--- config.mk ---
export PLATFORM = sky130hd
export DESIGN_NAME = aal_datapath
export DESIGN_NICKNAME = d
export VERILOG_FILES = /design/src/verilog/aal_pkg.sv /design/src/verilog/aal_datapath.sv
export SDC_FILE = /design/constraint.sdc
export NUM_CORES = 1
export LEC_CHECK = 0
export BUFFER_PORTS_ARGS = -buffer_cell sky130_fd_sc_hd__buf_2
export CELL_PAD_IN_SITES_DETAIL_PLACEMENT = 0
export CELL_PAD_IN_SITES_GLOBAL_PLACEMENT = 2
export CORE_MARGIN = 5
export CORE_UTILIZATION = 25
export CTS_CLUSTER_SIZE = 16
export DETAILED_ROUTE_END_ITERATION = 16
export HOLD_SLACK_MARGIN = 0.02
export PLACE_DENSITY_LB_ADDON = 0.15
export SLEW_MARGIN = 40
export SYNTH_ARGS = -nofsm -noshare
export SYNTH_HDL_FRONTEND = slang
export SYNTH_SLANG_ARGS = --single-unit
--- constraint.sdc ---
create_clock -name core_clk -period 2.5 [get_ports core_clk]
set_clock_uncertainty 0.15 [all_clocks]
set_input_delay 0.125 -clock core_clk [delete_from_list [all_inputs] [get_ports core_clk]]
set_output_delay 0.125 -clock core_clk [all_outputs]
set_load 0.01 [all_outputs]
--- src/verilog/aal_pkg.sv ---
package aal_pkg;
    localparam int DATA_W = 8;

    typedef enum logic [4:0] {
        AAL_NOP = 5'h01,
        AAL_ADD = 5'h02,
        AAL_AND_INTO_MEMORY_OP_ACC = 5'h04,
        AAL_ANDI = 5'h08,
        AAL_AND_INTO_MEMORY_OP_MEM = 5'h10
    } aal_op_t;

    typedef struct packed {
        logic signed_wrap_flag;
        logic zero_flag;
        logic half_carry_flag;
        logic carry_flag;
    } aal_flags_t;

    localparam logic [DATA_W-1:0] WREG_RST = 8'h00;
    localparam aal_flags_t FLAGS_RST = '{1'b0, 1'b0, 1'b0, 1'b0};
endpackage
--- src/verilog/aal_datapath.sv ---
`timescale 1ns/1ps
// executes one operation per cycle when op_valid is high.
// memory is external: the operand arrives on mem_rdata in the same cycle as the
// opcode, and the result leaves as a registered write one cycle later.
module aal_datapath
(
    input  wire logic                        core_clk,
    input  wire logic                        rst_n,
    input  wire logic                        op_valid,
    input  wire aal_pkg::aal_op_t            op,
    input  wire logic [aal_pkg::DATA_W-1:0]  mem_addr,
    input  wire logic [aal_pkg::DATA_W-1:0]  mem_rdata,
    input  wire logic [aal_pkg::DATA_W-1:0]  imm,
    output logic [aal_pkg::DATA_W-1:0]       working_register,
    output aal_pkg::aal_flags_t              flags,
    output logic                             mem_we,
    output logic [aal_pkg::DATA_W-1:0]       mem_waddr,
    output logic [aal_pkg::DATA_W-1:0]       mem_wdata
);
    localparam int W = aal_pkg::DATA_W;

    logic [W:0]   sum_full;
    logic [4:0]   sum_low;
    logic [W-1:0] and_mem;
    logic [W-1:0] and_imm;

    // half carry taken from a separate nibble add rather than sum bits
    assign sum_full = {1'b0, working_register} + {1'b0, mem_rdata};
    assign sum_low  = {1'b0, working_register[3:0]} + {1'b0, mem_rdata[3:0]};
    assign and_mem  = working_register & mem_rdata;
    assign and_imm  = working_register & imm;

    // working register
    always_ff @(posedge core_clk)
    begin
        if (!rst_n)
            working_register <= aal_pkg::WREG_RST;
        else if (op_valid && op == aal_pkg::AAL_AND_INTO_MEMORY_OP_ACC)
            working_register <= and_mem;
        else if (op_valid && op == aal_pkg::AAL_ANDI)
            working_register <= and_imm;
    end

    // status flags
    always_ff @(posedge core_clk)
    begin
        if (!rst_n)
            flags <= aal_pkg::FLAGS_RST;
        else if (op_valid)
        begin
            case (op)
                aal_pkg::AAL_ADD:
                begin
                    flags.carry_flag      <= sum_full[W];
                    flags.half_carry_flag <= sum_low[4];
                    flags.zero_flag       <= (sum_full[W-1:0] == '0);
                    flags.signed_wrap_flag <= (working_register[W-1] == mem_rdata[W-1])
                        && (sum_full[W-1] != mem_rdata[W-1]);
                end
                aal_pkg::AAL_AND_INTO_MEMORY_OP_ACC: flags.zero_flag <= (and_mem == '0);
                aal_pkg::AAL_ANDI:     flags.zero_flag <= (and_imm == '0);
                // and into memory leaves every flag as it was
                default: ;
            endcase
        end
    end

    // memory write port
    always_ff @(posedge core_clk)
    begin
        if (!rst_n)
        begin
            mem_we    <= 1'b0;
            mem_waddr <= '0;
            mem_wdata <= '0;
        end
        else
        begin
            mem_we    <= op_valid && (op == aal_pkg::AAL_ADD || op == aal_pkg::AAL_AND_INTO_MEMORY_OP_MEM);
            mem_waddr <= mem_addr;
            if (op == aal_pkg::AAL_ADD)
                mem_wdata <= sum_full[W-1:0];
            else
                mem_wdata <= and_mem;
        end
    end

    // checks restate the rules from the operands; the zero-flag terms of AST_ADD_CARRY, AST_ANDI and the ACC check read mem_wdata or working_register
    AST_ADD_WRITE: assert property (
        @(posedge core_clk) disable iff (!rst_n)
        op_valid && op == aal_pkg::AAL_ADD
        |=> mem_we
        && mem_wdata == 8'($past(working_register) + $past(mem_rdata))
        && mem_waddr == $past(mem_addr))
        else $error("add result not written back");

    AST_ADD_CARRY: assert property (
        @(posedge core_clk) disable iff (!rst_n)
        op_valid && op == aal_pkg::AAL_ADD
        |=> flags.carry_flag == ({1'b0, $past(working_register)}
            + {1'b0, $past(mem_rdata)} > 9'h0FF)
        && flags.zero_flag == (mem_wdata == 8'h00))
        else $error("add carry or zero wrong");

    AST_ADD_HALF: assert property (
        @(posedge core_clk) disable iff (!rst_n)
        op_valid && op == aal_pkg::AAL_ADD
        |=> flags.half_carry_flag == ({1'b0, $past(working_register[3:0])}
            + {1'b0, $past(mem_rdata[3:0])} > 5'h0F))
        else $error("half carry wrong");

    AST_ADD_WRAP: assert property (
        @(posedge core_clk) disable iff (!rst_n)
        op_valid && op == aal_pkg::AAL_ADD
        |=> flags.signed_wrap_flag ==
        ($signed($past(working_register)) + $signed($past(mem_rdata)) > 127
        || $signed($past(working_register)) + $signed($past(mem_rdata)) < -128))
        else $error("overflow flag wrong");

    AST_ADD_ZERO: assert property (
        @(posedge core_clk) disable iff (!rst_n)
        op_valid && op == aal_pkg::AAL_ADD
        |=> flags.zero_flag == (8'($past(working_register) + $past(mem_rdata)) == 8'h00))
        else $error("add zero flag wrong");

    AST_ADD_KEEPS_WREG: assert property (
        @(posedge core_clk) disable iff (!rst_n)
        op_valid && op == aal_pkg::AAL_ADD
        |=> $stable(working_register))
        else $error("add changed working register");

    AST_AND_INTO_MEMORY_OP_ACC: assert property (
        @(posedge core_clk) disable iff (!rst_n)
        op_valid && op == aal_pkg::AAL_AND_INTO_MEMORY_OP_ACC
        |=> working_register == ($past(working_register) & $past(mem_rdata))
        && !mem_we
        && flags.zero_flag == (working_register == 8'h00)
        && $stable(flags.carry_flag)
        && $stable(flags.half_carry_flag)
        && $stable(flags.signed_wrap_flag))
        else $error("and into register wrong");

    AST_ANDI: assert property (
        @(posedge core_clk) disable iff (!rst_n)
        op_valid && op == aal_pkg::AAL_ANDI
        |=> working_register == ($past(working_register) & $past(imm))
        && !mem_we
        && flags.zero_flag == (working_register == 8'h00)
        && $stable(flags.carry_flag)
        && $stable(flags.half_carry_flag)
        && $stable(flags.signed_wrap_flag))
        else $error("and immediate wrong");

    AST_AND_INTO_MEMORY_OP_MEM: assert property (
        @(posedge core_clk) disable iff (!rst_n)
        op_valid && op == aal_pkg::AAL_AND_INTO_MEMORY_OP_MEM
        |=> mem_we
        && mem_wdata == ($past(working_register) & $past(mem_rdata))
        && mem_waddr == $past(mem_addr)
        && $stable(working_register)
        && $stable(flags))
        else $error("and into memory wrong");

    // one bitwise check per data bit
    for (genvar b = 0; b < W; b++)
    begin : g_and_bit
        AST_AND_BIT: assert property (
            @(posedge core_clk) disable iff (!rst_n)
            op_valid && op == aal_pkg::AAL_AND_INTO_MEMORY_OP_MEM
            |=> mem_wdata[b] == ($past(working_register[b]) & $past(mem_rdata[b])))
            else $error("and into memory bit wrong");
    end

    AST_IDLE: assert property (
        @(posedge core_clk) disable iff (!rst_n)
        !op_valid
        |=> !mem_we
        && $stable(working_register)
        && $stable(flags))
        else $error("state changed while idle");

    // a corrupt opcode must behave as a no-operation, never as a write
    AST_BAD_OP: assert property (
        @(posedge core_clk) disable iff (!rst_n)
        op_valid && !(op inside {aal_pkg::AAL_ADD, aal_pkg::AAL_AND_INTO_MEMORY_OP_ACC,
            aal_pkg::AAL_ANDI, aal_pkg::AAL_AND_INTO_MEMORY_OP_MEM})
        |=> !mem_we
        && $stable(working_register)
        && $stable(flags))
        else $error("unknown opcode changed state");

    AST_WE_PULSE: assert property (
        @(posedge core_clk) disable iff (!rst_n)
        mem_we
        |-> $past(op_valid)
        && ($past(op) == aal_pkg::AAL_ADD || $past(op) == aal_pkg::AAL_AND_INTO_MEMORY_OP_MEM))
        else $error("memory write without a writing op");

    AST_WREG_SOURCE: assert property (
        @(posedge core_clk) disable iff (!rst_n)
        $changed(working_register)
        |-> $past(op_valid)
        && ($past(op) == aal_pkg::AAL_AND_INTO_MEMORY_OP_ACC || $past(op) == aal_pkg::AAL_ANDI))
        else $error("working register changed by wrong op");

    AST_FLAGS_SOURCE: assert property (
        @(posedge core_clk) disable iff (!rst_n)
        $changed(flags)
        |-> $past(op_valid)
        && ($past(op) inside {aal_pkg::AAL_ADD, aal_pkg::AAL_AND_INTO_MEMORY_OP_ACC, aal_pkg::AAL_ANDI}))
        else $error("flags changed by wrong op");

    // no disable here: the reset values themselves are what is checked
    AST_RESET_VALUES: assert property (
        @(posedge core_clk)
        !rst_n
        |=> working_register == aal_pkg::WREG_RST
        && flags == aal_pkg::FLAGS_RST
        && !mem_we
        && mem_waddr == 8'h00
        && mem_wdata == 8'h00)
        else $error("reset values wrong");
endmodule

Yosys cells after proc, flatten, opt, wreduce, memory -nomap -nowiden
Cells that the tools add are included.

Bits in registers: 29. Bits of input ports: 32. Output and inout bits: 29. Logic and storage cells: 34.

Add/sub/neg operators: 2. Eq/ne operators: 6. Multiplexer cells: 4. Bitwise logic cells: 2. Reductions and logical operators: 12.

Operator list (number): logical NOT 8 bit (3); 2-to-1 mux 8 bit (3); bitwise AND 8 bit (2); adder 8 x 8 -> 9 bit (1); adder 4 x 4 -> 5 bit (1); == test 5 x 2 -> 1 bit (second input constant) (1); == test 5 x 3 -> 1 bit (second input constant) (1); == test 5 x 4 -> 1 bit (second input constant) (1); == test 5 bit (second input constant) (1); logical AND 1 bit (4); AND reduction 2 bit (2); case mux 1 bit (3 select lines) (1); nonzero test 3 bit (1); nonzero test 2 bit (1); == test 1 bit (1); logical OR 1 bit (1); inequality test 1 bit (1).

Logic depth before layout (Yosys ltp)
Gate-level depths: netlist of run 1.

Word-level depth: 4. Mapped depth: 8. Depth with buffers taken out: 8.

Worst setup path before layout of run 1
OpenSTA, ideal clock, no wires.

Path type: register to register. Start point: reg working_register[0] (netlist name). End point: reg flags[2] (netlist name). Library setup time: 0.060 ns. Arrival: 2.297 ns. Required time: 2.290 ns. Setup slack: -0.006 ns. Stages on the path, launching flop included: 9. Path buffers: 0. Clock period less this slack: 2.506 ns. Cell sequence: dfxtp_1 > ha_1 > fa_1 > a21o_1 > a21oi_2 > xnor2_1 > or3b_1 > o41ai_1 > o311a_1.

Longest elaborated chain between the ends: 3. Elaborated cells on any way between the ends: 7. Those cells by class: 1 x add/sub; 1 x mux; 2 x bitwise; 3 x reduce/logical.

RTL lines: start: declaration (RTL line aal_datapath.sv:14) `output logic [aal_pkg::DATA_W-1:0] working_register,`; start signal: assignment (RTL line aal_datapath.sv:37) `working_register <= aal_pkg::WREG_RST;`; start signal: assignment (RTL line aal_datapath.sv:39) `working_register <= and_mem;`; start signal: assignment (RTL line aal_datapath.sv:41) `working_register <= and_imm;`; adder 8 x 8 -> 9 bit, or another cell as far along (RTL line aal_datapath.sv:28) `assign sum_full = {1'b0, working_register} + {1'b0, mem_rdata};`; logical NOT 8 bit, on equally long branches (RTL line aal_datapath.sv:56, aal_datapath.sv:60, aal_datapath.sv:61); case mux 1 bit (3 select lines) (*) (RTL line aal_datapath.sv:51) `case (op)`; end signal: assignment (RTL line aal_datapath.sv:48) `flags <= aal_pkg::FLAGS_RST;`; end: declaration (RTL line aal_datapath.sv:15) `output aal_pkg::aal_flags_t flags,`.

Every way passes the cells marked *; elsewhere a longest branch is shown, timed or not. A chain may end at the register's enable or synchronous reset.

Worst setup path in the final report of run 1
Ends and elaborated chain as after synthesis.

==> results of run 1 <==
state kept, by name, indices dropped and copies added, names as in the netlist:
signal            flops
working_register      8
flags                 4
mem_we                1
mem_wdata             8
mem_waddr             8
synthesized netlist by cell type, types with 3 or more instances:
cell type and instances:
and2_1 10, xor2_1 4, nor3_1 7, nor2b_1 9
nand2_1 4, a21oi_1 18, nor2_1 6, a21o_1 4
ha_1 8, o21ai_0 12, dfxtp_1 29, o21bai_1 7
mux2i_1 8, xnor2_1 3, clkbuf_1 4
through the flow:
stage / hold WS [ps] / total power [µW] / cell area [µm²] / worst slack (ps) / cells
floorplan: 102 / 574 / 1540 / 35.5 / 166
global placement: 179 / 636 / 1960 / 13.4 / 302
detailed placement: 184 / 637 / 1960 / -54.3 / 302
CTS: 27.1 / 1090 / 2180 / 76.8 / 321
global route: 48.7 / 1130 / 2190 / -0.834 / 321
finish: 32.6 / 1080 / 2190 / 110 / 321
routing by layer:
metal  up-vias  part of all wire  GRT usage
met5         -                 0          0
met4         0             0.018     0.0453
met3         9             0.064     0.0335
met2        53              0.45      0.209
met1       719              0.47      0.177
li1        769                 -          -
cell type report:
| cell class | count | area, µm² |
|---|---|---|
| well taps | 75 | 93.8 |
| multi-input cells | 128 | 938 |
| fillers | 634 | 3760 |
| repair buffers | 79 | 470 |
| flip-flops and latches | 29 | 581 |
| inverters | 2 | 7.51 |
| clock buffers | 7 | 96.3 |
| clock inverters | 1 | 5.00 |
what timing repair did:
action | in CTS | in global routing
hold buffers | 11 | 0
hold endpoints to repair | 9 | 0
endpoints found under the setup margin | 1 | 1
pin swaps | 2 | 1
resized for setup | 2 | 2
where the power goes:
part | switching [µW] | internal [µW]
logic | 83.2 | 79.7
clock network | 187 | 249
registers | 6.09 | 475
critical path: stages, from the launching register on:
cell     delay [ps]
dfxtp_1         310
ha_2            180
fa_1            390
a21o_1          210
a21oi_2         180
xnor2_1         100
or3b_1          400
o41ai_2         220
o311a_1         200
cells by family after synthesis:
| family | Yosys count |
|---|---|
| adder cells (fa/ha/maj) | 9 |
| XOR/XNOR | 7 |
| AO/OA/AOI/OAI | 57 |
| multiplexers | 8 |
| buffers and inverters | 9 |
| flip-flops | 29 |
| AND/OR/NAND/NOR | 47 |
worst min-delay path by stage:
| stage | startpoint | end | slack (ps) |
|---|---|---|---|
| 3_3_place_gp | mem_addr[6] | mem_waddr[6] | 180 |
| 2_1_floorplan | mem_addr[0] | mem_waddr[0] | 100 |
| 6_report | op_valid | working_register[5] | 30 |
| 4_1_cts | op_valid | working_register[4] | 30 |
| 3_5_place_dp | mem_addr[3] | mem_waddr[3] | 180 |
| 5_1_grt | op_valid | working_register[1] | 50 |
==> impl_metrics.csv, run 1 <==
group,metric,value,unit
critical_path,rr_endpoint,"flags[2]",
drt,routed_via_density,4.83,
logic_synthesis,synthCells,166,
logic_synthesis,async_flop_share,0,
sta,period_minus_slack,2390,ps
sta,setup_viol,0,
drt,drtAntennaViolNets,0,
drt,wire_per_inst,15.1,µm
floorplanning,rows,28,
cts,cts_setup_buffers,0,
critical_path,critPathLaunch,"working_register[0]",
worst_hold_path,hold_path_class,"input port to flip-flop",
sta,drv_slew,0,
critical_path,worst_setup_path_start_kind,"flip-flop",
critical_path,critPathRequiredTime,2580,ps
drt,drt_wl_total,4.84,mm
logic_synthesis,ys_types,43,
drt,vias,1550,
critical_path,rr_worst_depth,8,
cts,path_clk_slew,70,ps
global_routing,track_usage,0.133,
power,ir_worst_vdd,0.000175,V
drt,route.detailed.drc,0,
logic_synthesis,yosysTopAreaCellShare,0.377,
logic_synthesis,synthMuxAreaShare,0.0520,
finish,final_common_cell,"buf_2",
logic_synthesis,synthSimpleGateAreaFrac,0.182,
logic_synthesis,synth_area_leaders,"dfxtp_1 38%, ha_1 6.5%, a21oi_1 5.8%",
global_routing,grt_first_pass_wirelength,8.08,mm
critical_path,r2r-start,"working_register[0]",
cts,cts_made_buffers,5,
logic_synthesis,synthesis.area,1540,µm²
finish,drive_gt1_frac,0.346,
power,leakage,0.00109,µW
logic_synthesis,yosysWarnings,0,
finish,nNetsFinal,286,
finish,layout_common_cells,"60 x buf_2, 29 x dfxtp_1, 18 x a21oi_1",
sta,fin_crit_sh,0.956,
sta,max_freq,0.418,GHz
finish,syn_to_final_growth,42.3,%
logic_synthesis,synth-seq-cells,29,
place,hpwl,3.69,mm
worst_hold_path,min_path_cells,2,
flow_run,maxCapViolCount,0,
sta,finalSetupTns,0,ps
logic_synthesis,synth-compound-area-share,0.241,
logic_synthesis,synth_top_family_by_area,"compound AO/OA/AOI/OAI gates",
finish,fin_util,0.368,
critical_path,critPathKind,"flip-flop to flip-flop",
finish,diodes,0,
cts,h-tree-depth,2,
floorplanning,core_area,5960,µm²
drt,first_iter_violations,58,
run_status,outcome,"complete, no violations",
critical_path,path_max_fanout,2,
critical_path,arrival,2470,ps
cts,clk_latency,280,ps
logic_synthesis,synth_edf_count,0,
sta,worst_pin_slew,628,ps
floorplanning,top_level_ports,61,
logic_synthesis,synthesis.nets,207,
place,routabilityCongestion,0.819,
critical_path,reg2reg_slack,110,ps
global_routing,overflow,0,
cts,cts_tree,"built",
critical_path,crit_end,"flags[2]",
sta,relSlewSlack,0.578,
cts,clock-sinks,29,
place,port_buffers,60,
drt,drtPass1Iterations,4,
global_routing,grt_max_degree,30,
global_routing,grt_pass1_vias,1625,
floorplanning,chipHeight,88.5,µm
logic_synthesis,seq_area_frac_synth,0.377,
logic_synthesis,synth-xor-area-share,0.0398,
logic_synthesis,synth_fa_ha_area_frac,0.0780,
floorplanning,initial_utilization,0.259,
floorplanning,dieWidth,88.5,µm
sta,hold_violations,0,
cts,cts_buffer_depth,2,
cts,cts_root_buffer,"clkbuf_8",
logic_synthesis,synthFlopType,"dfxtp_1",
critical_path,cp-end-kind,"flip-flop",
power,power.density,493,nW/µm²
floorplanning,die_area,7830,µm²
global_routing,antenna_found_initial,0,
logic_synthesis,synth_top_cell_by_area,"dfxtp_1",
logic_synthesis,syn_area_per_cell,9.28,µm²
(Power assumes the default switching activity.)
==> run 2, diff against run 1 <==
Settings changed: CORE_UTILIZATION 25 to 29, MAX_ROUTING_LAYER set to met4, SETUP_SLACK_MARGIN set to 0.3.
Clock period 2.5 ns to 2.8 ns, I/O delays scaled along.
==> impl_metrics.csv, run 2 (same netlist as run 1, synthesis figures left out) <==
group,metric,value,unit
run_status,outcome,"complete, no violations",
critical_path,critPathKind,"flip-flop to flip-flop",
drt,drtPass1Iterations,4,
finish,fillers,544,
cts,cts_setup_buffers,0,
sta,max_freq,0.427,GHz
cts,h-tree-depth,2,
sta,drv_slew,0,
finish,drive_gt1_frac,0.342,
drt,first_iter_violations,116,
drt,drtAntennaViolNets,0,
global_routing,overflow,0,
power,ir_worst_vdd,0.000167,V
finish,syn_to_final_growth,38.9,%
floorplanning,core_area,5140,µm²
place,hpwl,3.57,mm
drt,vias,1530,
critical_path,worst_setup_path_start_kind,"flip-flop",
place,routabilityCongestion,0.833,
global_routing,grt_first_pass_wirelength,7.62,mm
global_routing,antenna_found_initial,0,
power,p_total,917,µW
cts,cts_tree,"built",
floorplanning,chipHeight,82.9,µm
sta,worst_pin_slew,614,ps
critical_path,cp-end-kind,"flip-flop",
drt,route.detailed.drc,0,
sta,hold_violations,0,
sta,period_minus_slack,2340,ps
flow_run,maxCapViolCount,0,
cts,clock-sinks,29,
drt,routed_via_density,4.94,
sta,rsz0062_at_grt,"false",
floorplanning,top_level_ports,61,
floorplanning,dieWidth,82.9,µm
finish,fin_util,0.416,
finish,diodes,0,
sta,fin_crit_sh,0.837,
cts,path_clk_slew,70,ps
finish,layout_common_cells,"60 x buf_2, 28 x dfxtp_1, 18 x a21oi_1",
floorplanning,rows,26,
global_routing,grt_max_degree,30,
finish,nNetsFinal,280,
place,port_buffers,60,
floorplanning,die_area,6870,µm²
global_routing,grt_pass1_vias,1547,
drt,drt_wl_total,4.73,mm
power,power.density,429,nW/µm²
cts,cts_buffer_depth,2,
critical_path,path_max_fanout,5,
power,leakage,0.00105,µW
finish,multiInputGateArea,951,µm²
cts,clk_latency,280,ps
cts,cts_root_buffer,"clkbuf_8",
finish,ff_latch_area,582,µm²
sta,setup_viol,0,
critical_path,critPathRequiredTime,2880,ps
global_routing,track_usage,0.139,
critical_path,arrival,2420,ps
worst_hold_path,hold_path_class,"input port to flip-flop",
sta,relSlewSlack,0.587,
finish,final_common_cell,"buf_2",
sta,finalSetupTns,0,ps
cts,cts_made_buffers,5,
finish,reg_top3,"mem_waddr (8), mem_wdata (8), working_register (8)",
floorplanning,initial_utilization,0.300,
drt,wire_per_inst,15.2,µm
==> run 2: critical path, stage by stage (launching register included) <==
cell	delay (ps)
dfxtp_2	370
ha_4	170
fa_2	450
a2111oi_1	360
or3b_1	400
o41ai_2	210
o311a_1	200
==> run 2: repair_timing <==
action	CTS	global route
pin swaps	0	1
setup endpoints to repair	1	1
resized for setup	5	3
hold buffers	11	0
endpoints found under the hold margin	9	0
==> run 2: per-layer routing <==
metal | GRT usage | wire, µm | share of wire
met3 | 0.0406 | 292 | 0.062
met5 | - | 0 | 0
met1 | 0.169 | 2130 | 0.45
met2 | 0.211 | 2200 | 0.46
met4 | 0.0639 | 110 | 0.023
==> run 2: power by group <==
group,leakage [µW],switching [µW],total (µW),internal [µW]
sequential,0.000237,6.09,430,424
combinational,0.000768,74.0,145,70.5
clock,0.0000439,172,343,171
==> run 2: through the flow <==
step	hold slack [ps]	setup slack, ps	cell area (µm²)	cells
floorplan	117	336	1540	166
global placement	196	265	1910	291
detailed placement	199	160	1910	291
CTS	40.4	301	2130	310
global route	54.4	341	2140	310
finish	40.8	457	2140	310
==> run 2: worst paths after layout <==
check / cells past startpoint / from / slack [ps] / endpoint
min: 2 / op_valid / 40 / working_register[0]
max reg2reg: 6 / working_register[0] / 460 / flags[2]
max: 6 / working_register[0] / 460 / flags[2]
min reg2reg: 1 / flags[1] / 350 / flags[1]
==> run 2: area by class of cell <==
| class | instances | share of cell area |
|---|---|---|
| Sequential cell | 29 | 0.272 |
| Clock buffer | 5 | 0.0322 |
| Multi-Input combinational cell | 128 | 0.444 |
| Timing Repair Buffer | 73 | 0.199 |
| Tap cell | 70 | 0.0409 |
| Inverter | 2 | 0.00351 |
| Clock inverter | 3 | 0.00819 |
